[src/common/pis_pkg.sv]
// How it works
// - up to 62 request sources feed the block, priority fixed by wiring
// - interrupt only if top request beats running level and enable is set
// - sources land on 48 interrupt register positions; position sets level
// - one position is a common line shared by 15 sources, one level
// - a set common mask bit blocks its source; clear bit lets it request
// - the mask loads at any time and acts on the next evaluation
// - request lines of fitted positions are sampled each cycle into the interrupt register
// - encoder gives top level; comparator flags it when above current level
// - stacking starts only after the running instruction has completed
// - stacking pushes next-instruction address and status word to memory
// - stack pointer decrements per push to point at next free word
// - accepted 6-bit level is loaded into current_priority_register
// - level indexes a vector word; its content becomes the new address
// - an enable instruction re-opens acceptance, allowing nesting
// - return_from_interrupt pops status word and address from the stack
// - on return the status level field reloads the priority register
// - eight base levels, level modules extend the count to 48
// - interval timer raises a request every 20 ms
// - control_io_instruction starts and stops the timer; stopped means quiet
// - crystal timer period selectable as 1, 2, 5 or 10 ms
package pis_pkg;
  localparam int NPOS = 48;
  localparam int LVLW = 6;
  localparam int NCMN = 15;
  localparam int AW = 16;
  localparam int DW = 16;
  localparam int NMOD = 3;
  localparam int BASE_LEVELS = 8;
  localparam int MOD1_TOP = 18;
  localparam int MOD2_TOP = 28;
  localparam int MOD3_TOP = 48;
  localparam int COMMON_POS = 0;
  localparam int RTC_POS = 1;
  localparam int XTAL_POS = 8;
  localparam int PSW_PL_LSB = 0;
  localparam logic [AW-1:0] VEC_BASE = 16'h0000;
  localparam logic [AW-1:0] SP_RESET = 16'h0000;
  localparam logic [LVLW-1:0] PL_LOWEST = 6'h00;
  localparam logic [1:0] XSEL_1MS = 2'h0;
  localparam logic [1:0] XSEL_2MS = 2'h1;
  localparam logic [1:0] XSEL_5MS = 2'h2;
  localparam int CLK_MHZ = 100;
  localparam int CYC_PER_MS = CLK_MHZ * 1000;
  localparam int RTC_MS = 20;
  localparam int XTAL_MS_1 = 1;
  localparam int XTAL_MS_2 = 2;
  localparam int XTAL_MS_5 = 5;
  localparam int XTAL_MS_10 = 10;
  localparam int RTC_CYCLES = RTC_MS * CYC_PER_MS;

  typedef enum logic [6:0] {
    ST_IDLE = 7'h01,
    ST_WAIT = 7'h02,
    ST_PUSHP = 7'h04,
    ST_PUSHS = 7'h08,
    ST_VEC = 7'h10,
    ST_POPS = 7'h20,
    ST_POPP = 7'h40
  } pis_state_t;

  typedef struct packed {
    logic req;
    logic we;
    logic [AW-1:0] addr;
    logic [DW-1:0] wdata;
  } pis_mem_t;

  typedef struct packed {
    pis_state_t st;
    logic [NPOS-1:0] reqS1;
    logic [NPOS-1:0] reqS2;
    logic [NCMN-1:0] cmnS1;
    logic [NCMN-1:0] cmnS2;
    logic [NPOS-1:0] intReg;
    logic [NCMN-1:0] cmnMask;
    logic [LVLW-1:0] pl;
    logic en;
    logic [AW-1:0] sp;
    logic [LVLW-1:0] lvl;
    logic [31:0] rtcCnt;
    logic rtcOn;
    logic rtcReq;
    logic [31:0] xtalCnt;
    logic xtalOn;
    logic [1:0] xtalSel;
    logic xtalReq;
    pis_mem_t mem;
    logic [AW-1:0] newP;
    logic loadP;
    logic [DW-1:0] pswOut;
    logic loadPsw;
  } pis_regs_t;
endpackage

[src/verilog/pis_ctrl.sv]
`timescale 1ns/1ns
module pis_ctrl
  import pis_pkg::*;
#(
  parameter int unsigned RTC_PERIOD = RTC_CYCLES,
  parameter int unsigned XTAL_MS_CYC = CYC_PER_MS
)
(
  // clock, reset, enable
  input wire logic clk,
  input wire logic sys_rst,
  input wire logic clkEn,
  // request pins and common line
  input wire logic [NPOS-1:0] reqPins,
  input wire logic [NCMN-1:0] commonPins,
  input wire logic maskLoad,
  input wire logic [NCMN-1:0] maskData,
  // fitted level modules
  input wire logic [NMOD-1:0] levelModules,
  // instruction sequencer
  input wire logic instrDone,
  input wire logic intrEnable,
  input wire logic intrDisable,
  input wire logic rtnExec,
  input wire logic [AW-1:0] pAddr,
  input wire logic [DW-1:0] pswIn,
  input wire logic spWrite,
  input wire logic [AW-1:0] spData,
  // control_io_instruction timer commands
  input wire logic rtcStart,
  input wire logic rtcStop,
  input wire logic xtalStart,
  input wire logic xtalStop,
  input wire logic [1:0] xtalSelIn,
  // memory port
  output pis_mem_t memOut,
  input wire logic memAck,
  input wire logic [DW-1:0] memRdata,
  // results to sequencer
  output logic [AW-1:0] newPAddr,
  output logic loadPAddr,
  output logic [DW-1:0] restoredPsw,
  output logic loadPswOut,
  output logic [LVLW-1:0] curPriority,
  output logic intrEnabled,
  output logic [AW-1:0] stackPtr,
  output logic intPending,
  output logic stackBusy
);

  pis_regs_t q;
  pis_regs_t d;
  logic [LVLW-1:0] encLvl;
  logic takeIrq;

  function automatic logic [LVLW-1:0] hiLevel(input logic [NPOS-1:0] v);
    logic [LVLW-1:0] r;
    r = PL_LOWEST;
    for (int i = 0; i < NPOS; i++)
    begin
      if (v[i])
      begin
        r = LVLW'(i + 1);
      end
    end
    return r;
  endfunction

  // positions present for the fitted modules
  function automatic logic [NPOS-1:0] fitted(input logic [NMOD-1:0] m);
    logic [NPOS-1:0] f;
    f = '0;
    f[BASE_LEVELS-1:0] = '1;
    f[MOD1_TOP-1:BASE_LEVELS] = {(MOD1_TOP - BASE_LEVELS){m[0]}};
    f[MOD2_TOP-1:MOD1_TOP] = {(MOD2_TOP - MOD1_TOP){m[1]}};
    f[MOD3_TOP-1:MOD2_TOP] = {(MOD3_TOP - MOD2_TOP){m[2]}};
    return f;
  endfunction

  function automatic logic [31:0] xtalPeriod(input logic [1:0] s);
    int unsigned ms;
    case (s)
      XSEL_1MS: ms = XTAL_MS_1;
      XSEL_2MS: ms = XTAL_MS_2;
      XSEL_5MS: ms = XTAL_MS_5;
      default: ms = XTAL_MS_10;
    endcase
    return 32'(ms * XTAL_MS_CYC);
  endfunction

  assign encLvl = hiLevel(q.intReg);
  assign takeIrq = q.en && (encLvl > q.pl);

  always_comb
  begin
    logic [NPOS-1:0] smp;
    smp = '0;
    d = q;
    d.loadP = 1'b0;
    d.loadPsw = 1'b0;
    // two-stage synchronisers on pins
    d.reqS1 = reqPins;
    d.reqS2 = q.reqS1;
    d.cmnS1 = commonPins;
    d.cmnS2 = q.cmnS1;
    // interrupt register, loaded every cycle
    smp = q.reqS2;
    smp[COMMON_POS] = |(q.cmnS2 & ~q.cmnMask);
    smp[RTC_POS] = q.rtcReq;
    smp[XTAL_POS] = q.xtalReq;
    d.intReg = smp & fitted(levelModules);
    if (maskLoad)
    begin
      d.cmnMask = maskData;
    end

    // flag drops once its level is taken; a period end below still wins
    if (q.st == ST_PUSHS && memAck)
    begin
      d.rtcReq = q.rtcReq && (q.lvl != LVLW'(RTC_POS + 1));
      d.xtalReq = q.xtalReq && (q.lvl != LVLW'(XTAL_POS + 1));
    end
    // mains-period timer
    if (q.rtcOn)
    begin
      if (q.rtcCnt >= RTC_PERIOD - 1)
      begin
        d.rtcCnt = '0;
        d.rtcReq = 1'b1;
      end
      else
      begin
        d.rtcCnt = q.rtcCnt + 32'h00000001;
      end
    end
    if (rtcStart)
    begin
      d.rtcOn = 1'b1;
      d.rtcCnt = '0;
    end
    if (rtcStop)
    begin
      d.rtcOn = 1'b0;
    end

    // crystal timer
    if (q.xtalOn)
    begin
      if (q.xtalCnt >= xtalPeriod(q.xtalSel) - 32'h00000001)
      begin
        d.xtalCnt = '0;
        d.xtalReq = 1'b1;
      end
      else
      begin
        d.xtalCnt = q.xtalCnt + 32'h00000001;
      end
    end
    if (xtalStart)
    begin
      d.xtalOn = 1'b1;
      d.xtalSel = xtalSelIn;
      d.xtalCnt = '0;
    end
    if (xtalStop)
    begin
      d.xtalOn = 1'b0;
    end

    case (q.st)
      ST_IDLE:
      begin
        if (rtnExec)
        begin
          d.st = ST_POPS;
          d.mem.req = 1'b1;
          d.mem.we = 1'b0;
          d.mem.addr = q.sp + 16'h0001;
        end
        else if (takeIrq)
        begin
          d.st = ST_WAIT;
        end
        else if (spWrite)
        begin
          d.sp = spData;
        end
      end
      ST_WAIT:
      begin
        // a return in flight takes precedence over a new entry
        if (rtnExec)
        begin
          d.st = ST_POPS;
          d.mem.req = 1'b1;
          d.mem.we = 1'b0;
          d.mem.addr = q.sp + 16'h0001;
        end
        else if (instrDone)
        begin
          if (takeIrq)
          begin
            d.st = ST_PUSHP;
            d.lvl = encLvl;
            d.mem.req = 1'b1;
            d.mem.we = 1'b1;
            d.mem.addr = q.sp;
            d.mem.wdata = pAddr;
          end
          else
          begin
            // request vanished before the boundary
            d.st = ST_IDLE;
          end
        end
      end
      ST_PUSHP:
      begin
        if (memAck)
        begin
          d.st = ST_PUSHS;
          d.sp = q.sp - 16'h0001;
          d.mem.addr = q.sp - 16'h0001;
          d.mem.wdata = pswIn;
          d.mem.wdata[PSW_PL_LSB +: LVLW] = q.pl;
        end
      end
      ST_PUSHS:
      begin
        if (memAck)
        begin
          d.st = ST_VEC;
          d.sp = q.sp - 16'h0001;
          d.pl = q.lvl;
          d.en = 1'b0;
          d.mem.we = 1'b0;
          d.mem.addr = VEC_BASE + AW'(q.lvl);
        end
      end
      ST_VEC:
      begin
        if (memAck)
        begin
          d.st = ST_IDLE;
          d.mem.req = 1'b0;
          d.newP = memRdata;
          d.loadP = 1'b1;
        end
      end
      ST_POPS:
      begin
        if (memAck)
        begin
          d.st = ST_POPP;
          d.pswOut = memRdata;
          d.sp = q.sp + 16'h0001;
          d.mem.addr = q.sp + 16'h0002;
        end
      end
      ST_POPP:
      begin
        if (memAck)
        begin
          d.st = ST_IDLE;
          d.sp = q.sp + 16'h0001;
          d.mem.req = 1'b0;
          d.newP = memRdata;
          d.loadP = 1'b1;
          d.loadPsw = 1'b1;
          d.pl = q.pswOut[PSW_PL_LSB +: LVLW];
        end
      end
      default:
      begin
        d.st = ST_IDLE;
        d.mem.req = 1'b0;
      end
    endcase

    if (intrDisable)
    begin
      d.en = 1'b0;
    end
    if (intrEnable)
    begin
      d.en = 1'b1;
    end
  end

  always_ff @(posedge clk)
  begin
    if (sys_rst)
    begin
      q <= '0;
      q.st <= ST_IDLE;
      q.pl <= PL_LOWEST;
      q.en <= 1'b0;
      q.sp <= SP_RESET;
    end
    else if (clkEn)
    begin
      q <= d;
    end
  end

  assign memOut = q.mem;
  assign newPAddr = q.newP;
  assign loadPAddr = q.loadP;
  assign restoredPsw = q.pswOut;
  assign loadPswOut = q.loadPsw;
  assign curPriority = q.pl;
  assign intrEnabled = q.en;
  assign stackPtr = q.sp;
  assign intPending = (q.st == ST_WAIT);
  assign stackBusy = (q.st != ST_IDLE) && (q.st != ST_WAIT);

  a_reset_lowest: assert property (@(posedge clk)
    sys_rst |=> (q.pl == PL_LOWEST) && !q.en)
    else $error("reset left level or enable set");
  a_no_entry_low: assert property (@(posedge clk) disable iff (sys_rst)
    (clkEn && q.st == ST_IDLE && !rtnExec && (!q.en || encLvl <= q.pl))
    |=> q.st != ST_WAIT)
    else $error("entry without higher enabled request");
  a_wait_boundary: assert property (@(posedge clk) disable iff (sys_rst)
    (clkEn && q.st == ST_WAIT && !instrDone && !rtnExec) |=> q.st == ST_WAIT)
    else $error("stacking began before instruction end");
  a_push_addr: assert property (@(posedge clk) disable iff (sys_rst)
    (q.st == ST_PUSHP) |-> q.mem.req && q.mem.we && q.mem.addr == q.sp)
    else $error("address push not at stack pointer");
  a_sp_decrement: assert property (@(posedge clk) disable iff (sys_rst)
    (clkEn && q.st == ST_PUSHP && memAck)
    |=> q.sp == $past(q.sp) - 16'h0001 ##0 q.st == ST_PUSHS)
    else $error("stack pointer not decremented");
  a_level_load: assert property (@(posedge clk) disable iff (sys_rst)
    (clkEn && q.st == ST_PUSHS && memAck)
    |=> q.pl == $past(q.lvl) && !q.en && q.mem.addr == VEC_BASE + AW'(q.lvl))
    else $error("accepted level not loaded");
  a_vector_fetch: assert property (@(posedge clk) disable iff (sys_rst)
    (clkEn && q.st == ST_VEC && memAck)
    |=> q.loadP && q.newP == $past(memRdata) ##1 !q.loadP || !clkEn)
    else $error("vector not delivered");
  a_return_level: assert property (@(posedge clk) disable iff (sys_rst)
    (clkEn && q.st == ST_POPP && memAck)
    |=> q.pl == $past(q.pswOut[PSW_PL_LSB +: LVLW]) && q.loadPsw)
    else $error("return level not restored");
  a_mask_load: assert property (@(posedge clk) disable iff (sys_rst)
    (clkEn && maskLoad) |=> q.cmnMask == $past(maskData))
    else $error("mask not loaded");
  a_common_masked: assert property (@(posedge clk) disable iff (sys_rst)
    (clkEn && (q.cmnS2 & ~q.cmnMask) == '0) |=> !q.intReg[COMMON_POS])
    else $error("masked common source requested");
  a_enable_instr: assert property (@(posedge clk) disable iff (sys_rst)
    (clkEn && intrEnable) |=> q.en)
    else $error("enable instruction ignored");
  a_timer_quiet: assert property (@(posedge clk) disable iff (sys_rst)
    (clkEn && !q.rtcOn && !rtcStart) |=> q.rtcReq <= $past(q.rtcReq))
    else $error("stopped timer raised a request");

endmodule // pis_ctrl
[config.mk]
export PLATFORM = sky130hd
export DESIGN_NAME = pis_ctrl
export DESIGN_NICKNAME = d
export VERILOG_FILES = /design/src/common/pis_pkg.sv /design/src/verilog/pis_ctrl.sv
export SDC_FILE = /design/constraint.sdc
export NUM_CORES = 1
export LEC_CHECK = 0
export ABC_CLOCK_PERIOD_IN_PS = 7850
export BUFFER_PORTS_ARGS = -buffer_cell sky130_fd_sc_hd__buf_2
export CORE_MARGIN = 2
export CORE_UTILIZATION = 44
export CTS_CLUSTER_DIAMETER = 40
export DETAILED_ROUTE_END_ITERATION = 10
export GPL_TIMING_DRIVEN = 0
export PLACE_DENSITY = 0.7
export SYNTH_ARGS = -nofsm -noshare
export SYNTH_HDL_FRONTEND = slang
export SYNTH_SLANG_ARGS = --single-unit
[constraint.sdc]
create_clock -name clk -period 7.85 [get_ports clk]
set_input_delay 1.1775 -clock clk [delete_from_list [all_inputs] [get_ports clk]]
set_output_delay 1.1775 -clock clk [all_outputs]
set_load 0.005 [all_outputs]
[Word level (Yosys, flattened, before mapping)]
Index checks and enable logic that the tools add are counted.
Storage, ports and cells
  flip-flop bits (word level): 363
  bits in latches: 0
  memory bits (writable): 0
  bits in read-only memories: 0
  input port bits: 161
  output and inout bits: 93
  word-level logic and storage cells: 211
  memories kept: 0
Cells by class
  $add $sub $neg: 6
  multipliers: 1
  divide/modulo/power cells: 0
  magnitude comparators: 3
  equality and inequality tests: 29
  shifts and indexed selects: 0
  mux-type cells: 103
  bitwise operators: 5
  reductions and logical operators: 38
Operators by type and width (count)
  6-bit two-way mux: 48
  32-bit two-way mux: 6
  16-bit two-way mux: 7
  16-bit one-hot mux with 5 select lines: 1
  34-bit two-way mux: 2
  32-bit by 1-bit adder with 32-bit output, second input constant: 2
  16-bit one-hot mux with 4 select lines: 1
  7-bit two-way mux: 8
  48-bit bitwise AND: 1
  7-bit one-hot mux with 6 select lines: 1
  18-bit two-way mux: 2
  35-bit two-way mux: 1
  33-bit two-way mux: 1
  32-bit by 21-bit greater-or-equal comparator with 1-bit output, second input constant: 1
  32-bit greater-or-equal comparator: 1
  32-bit by 12-bit multiplier with 27-bit output, second input constant: 1
  16-bit one-hot mux with 2 select lines: 1
  32-bit by 1-bit subtractor with 32-bit output, second input constant: 1
  23-bit two-way mux: 1
  2-bit inequality test, second input constant: 10
  6-bit AND reduction: 3
  1-bit two-way mux: 17
  17-bit two-way mux: 1
  16-bit by 1-bit adder with 16-bit output, second input constant: 1
  other kinds (42): 66

[Logic depth before layout (Yosys ltp)]
  depth in word-level cells: 54
  gate-level depth with buffers: 20

[Least setup slack after synthesis]
Ideal clock, no wire load.
  path kind: reg-to-reg
  start: reg q[69] (netlist bit)
  end: reg q[83] (netlist bit)
  setup time: 0.074 ns
  arrival time: 3.447 ns
  data required time: 7.776 ns
  setup slack: 4.329 ns
  cell stages (with the launch flop): 21
  cells stage by stage: dfxtp_1 > inv_1 > ha_1 > nor2_1 > nor2_1 > ha_1 > nor2b_1 > ha_1 > a21oi_1 > o21bai_1 > nor3_1 > a21oi_1 > xor2_1 > ha_1 > a211oi_1 > and3_1 > o2111ai_1 > o21ai_1 > clkbuf_1 > nand3_1 > a31oi_1
Between the ends
  longest elaborated chain between the ends: 9
  elaborated cells on any way between the ends: 11
Ends and longest elaborated chain
  start: declaration: line pis_ctrl.sv:51  | pis_regs_t q;
  2-bit equality test, or another cell as far along: line pis_ctrl.sv:82  | case (s)
  4-bit one-hot mux with 3 select lines (*): line pis_ctrl.sv:82
  32-bit two-way mux (*): line pis_ctrl.sv:147  | if (q.xtalOn)
  32-bit by 12-bit multiplier with 27-bit output (*): line pis_ctrl.sv:88  | return 32'(ms * XTAL_MS_CYC);
  32-bit by 1-bit subtractor with 32-bit output (*): line pis_ctrl.sv:149  | if (q.xtalCnt >= xtalPeriod(q.xtalSel) - 32'h00000001)
  32-bit greater-or-equal comparator (*): line pis_ctrl.sv:149
  32-bit two-way mux (*): line pis_ctrl.sv:149
  32-bit two-way mux (*): line pis_ctrl.sv:147
  35-bit two-way mux (*): line pis_ctrl.sv:159  | if (xtalStart)
Every way passes the cells marked *; elsewhere a longest branch is shown, timed or not. The select of a mux whose other input is x is not followed.
A chain may end at the register's enable or synchronous reset.

[Final worst setup path]
  start: reg q[197] (netlist bit)
  end: reg q, in the netlist memOut[8]
Between the ends
  longest elaborated chain between the ends: 37
Ends and longest elaborated chain
  6-bit two-way mux (33 in a row): line pis_ctrl.sv:61  | if (v[i])
  named net encLvl[3]: line pis_ctrl.sv:53  | logic [LVLW-1:0] encLvl;
  6-bit greater-than comparator: line pis_ctrl.sv:92  | assign takeIrq = q.en && (encLvl > q.pl);
  1-bit logical AND: line pis_ctrl.sv:92
  2-bit by 1-bit inequality test with 1-bit output (no line)
  6-bit AND reduction (no line)
The timed path passes the listed nets, and every way through them passes these cells.

==> key figures <==
Timing
  • Least-Margin Pin Slew: 1.27 ns
  • Final slew viol count: 0
  • Fin crit share: 56.1%
  • Unrepaired setup endpoints after global routing: no
  • Clock Skew: 0.0170 ns
  • Worst setup slack after layout: 3.44 ns
  • Relative slew slack: 14.6%
  • Final period demand of the worst path: 4.41 ns
  • Highest clock frequency the design can meet: 0.227 GHz
  • Total Neg Setup Slack: 0 ns
  • Endpoints failing setup: 0
  • Hold violation count in the final report: 0

Logic synthesis
  • Syn Std Cell Area: 17500 um^2
  • Synthesis-stage register bit count: 357
  • Post-Synthesis Cells: 2097
  • Number of enable flip-flop cells after synthesis: 0
  • Most common flop cell mapped by yosys: sky130_fd_sc_hd__dfxtp_1
  • Async SR Flop Fraction: 0%
  • Mapped Nets: 2300
  • Part of the Yosys area used for sequential elements: 40.9%
  • Yosys warnings: 0
  • Post-synthesis average cell area: 8.34 um^2
  • Distinct cell type count of the synthesized netlist: 85

Critical path
  • Cells along the critical path: or4_1 > a211oi_1 > o21ai_0 > a21oi_1 > ha_1 > a211oi_1 > nor2_1 > o31ai_1 > o21ai_2 > clkbuf_1 > a311oi_1
  • Max FO, Critical Path: 10
  • Endpoint class of the critical path: flop
  • Critical Path Slowest Stage Cell: sky130_fd_sc_hd__o31ai_1
  • Startpoint type of the worst setup path: flop
  • Required time at the worst-slack endpoint: 8.34 ns
  • Most Frequent Cell on Critical Path: sky130_fd_sc_hd__a211oi_1
  • Slowest stage delay, CP: 1.04 ns
  • CP arrival: 4.90 ns
  • Critical path class: reg2reg

Routing
  • TritonRoute pass-1 iters: 5
  • Detailed-route vias per instance: 5.55
  • Post-Route WL: 54200 um
  • Count of vias placed by the detailed router: 16424
  • Average routed wire per standard cell: 18.3 um
  • Post-route ant nets: 0
  • Initial detailed-routing violation count: 1177
  • Number of remaining DRC errors: 0

Finish
  • Layout fillers: 3696
  • Non-Filler Instances: 2958
  • Leading cell type in the layout, fill and taps excluded: sky130_fd_sc_hd__dfxtp_1
  • Fraction of final layout cells sized beyond drive strength 1: 19.6%
  • Most frequent cells in the layout: 357 x sky130_fd_sc_hd__dfxtp_1, 272 x sky130_fd_sc_hd__nand2_1, 255 x sky130_fd_sc_hd__buf_2
  • Final core utilization: 53.4%
  • Area Growth Syn to Fin: 20.6%
  • Net count of the finished layout: 2595
  • Area used by multi-input combinational logic: 8870 um^2
  • Fin area: 21100 um^2
  • Area of all sequential standard cells: 7150 um^2

Status
  • Run status: finished clean

Place
  • HPWL after detailed placement: 40200 um
  • Area post-placement: 19300 um^2
  • RePlAce Congestion: 0.961
  • Total instance count after detailed placement: 2862
  • Number of I/O port buffers: 240
  • Place WS: 3.20 ns

CTS
  • Number of clock sinks: 357
  • Hold-fix buffers, CTS: 0
  • Total CTS buffers: 52
  • Post-CTS setup buffers: 0
  • Root cell of the clock tree: sky130_fd_sc_hd__clkbuf_16
  • Clk buf depth: 3
  • Worst skew pair latency: 0.59 ns
  • CTS H-tree depth: 2
  • CTS clock-pin slew for the worst setup and hold paths: 0.06 ns
  • Clock tree from TritonCTS: done
  • Number of resized instances in the post-cts repair step: 0

Floorplan
  • Horiz. Die Dim: 203 um
  • Floorplan die height: 203 um
  • Die Area: 41300 um^2
  • I/O pin total: 254
  • Core box area: 39500 um^2
  • Initial Util: 44.3%
  • Number of rows in the core area: 73

Power and ir drop
  • Static leakage power: 8.80 nW
  • Max VDD drop: 0.173 mV
  • Power Density: 228 nW/um^2

Global route
  • Wire length of the first global-routing pass: 83900 um
  • Initial antenna violation count: 4
  • GRT Residual Overflow: 0
  • Via count of the first global-routing pass: 15743
  • GR Util All Layers: 25.4%
  • Largest net degree at the start of global routing: 14

Run
  • Number of maximum-capacitance constraint violations: 0

Min path
  • Worst min path class: reg2reg
-- cells by family after synthesis --
group | Yosys count | synth area share (%)
simple gates | 810 | 21.3
compound gates | 429 | 16.9
flops | 357 | 40.9
buf+inv | 286 | 8.35
mux | 140 | 8.02
fa+ha+maj | 42 | 3.01
xor+xnor | 32 | 1.60
other cells | 1 | 0.0215
-- power breakdown --
| group | leakage, nW | internal [mW] | total [mW] | switching [mW] |
|---|---|---|---|---|
| logic | 5.04 | 0.237 | 0.582 | 0.346 |
| registers | 2.90 | 1.87 | 1.92 | 0.0460 |
| clock network | 0.854 | 1.40 | 2.30 | 0.900 |
-- routing by layer --
metal	vias to the layer above	part of all wire [%]	GRT usage, %
li1	7955	-	-
met1	7724	43	32.2
met2	615	46	41.7
met3	126	7.8	6.22
met4	4	3.7	10.1
met5	-	0.055	0
-- stage by stage --
stage / power [mW] / hold WS [ns]
global route: 4.98 / 0.469
floorplan: 2.33 / 0.412
detailed placement: 2.53 / 0.432
global placement: 2.52 / 0.427
CTS: 4.82 / 0.441
finish: 4.80 / 0.443
-- flip-flops by register name, summed over array words and instances, names as in the netlist --
name         flops
curPriority      6
restoredPsw     16
q              206
memOut          34
loadPAddr        1
d               60
stackPtr        16
newPAddr        16
loadPswOut       1
intrEnabled      1
-- synth_stat cells (all sizes together), types with 15 or more instances --
library cell | instances | area share (%)
o21ai | 44 | 1.3
and2 | 16 | 0.57
nor2 | 246 | 5.3
and3 | 30 | 1.1
mux2i | 140 | 8.0
dfxtp | 357 | 41
nand3 | 97 | 2.8
buf | 129 | 5.0
inv | 56 | 1.2
a311oi | 34 | 1.8
a221oi | 16 | 0.90
xnor2 | 16 | 0.80
nor3 | 33 | 0.97
clkbuf | 101 | 2.2
a31oi | 22 | 0.79
nor4 | 27 | 1.1
ha | 42 | 3.0
o22ai | 15 | 0.54
a211oi | 34 | 1.7
nand2 | 272 | 5.8
xor2 | 16 | 0.80
nand4 | 25 | 0.89
a21oi | 157 | 4.6
-- path summary, 6_finish.rpt --
path                  startpoint                     end  slack [ns]  cells after the start
max          q[197]$_SDFFE_PP0P_  memOut[8]$_SDFFE_PP0P_        3.44                     11
min          q[103]$_SDFFE_PP0P_     q[103]$_SDFFE_PP0P_        0.44                      2
max reg2reg  q[197]$_SDFFE_PP0P_  memOut[8]$_SDFFE_PP0P_        3.44                     11
min reg2reg  q[103]$_SDFFE_PP0P_     q[103]$_SDFFE_PP0P_        0.44                      2
-- layout make-up --
cell class	count	area share, %
multi-input combinational	1454	42.1
sequential	357	33.9
clock buffer	66	6.95
buffer	230	5.93
timing repair buffer	241	5.73
tap	525	3.11
clock inverter	27	1.30
inverter	56	0.997
antenna	2	0.0237
-- critical path: cells and delay by family (launching register included) --
kind / cells / cell delay [ns]
simple gates: 2 / 0.69
fa+ha+maj: 1 / 0.32
buf+inv: 1 / 0.30
flops: 1 / 0.35
compound gates: 7 / 2.63
Power figures use the tool's default switching activity.
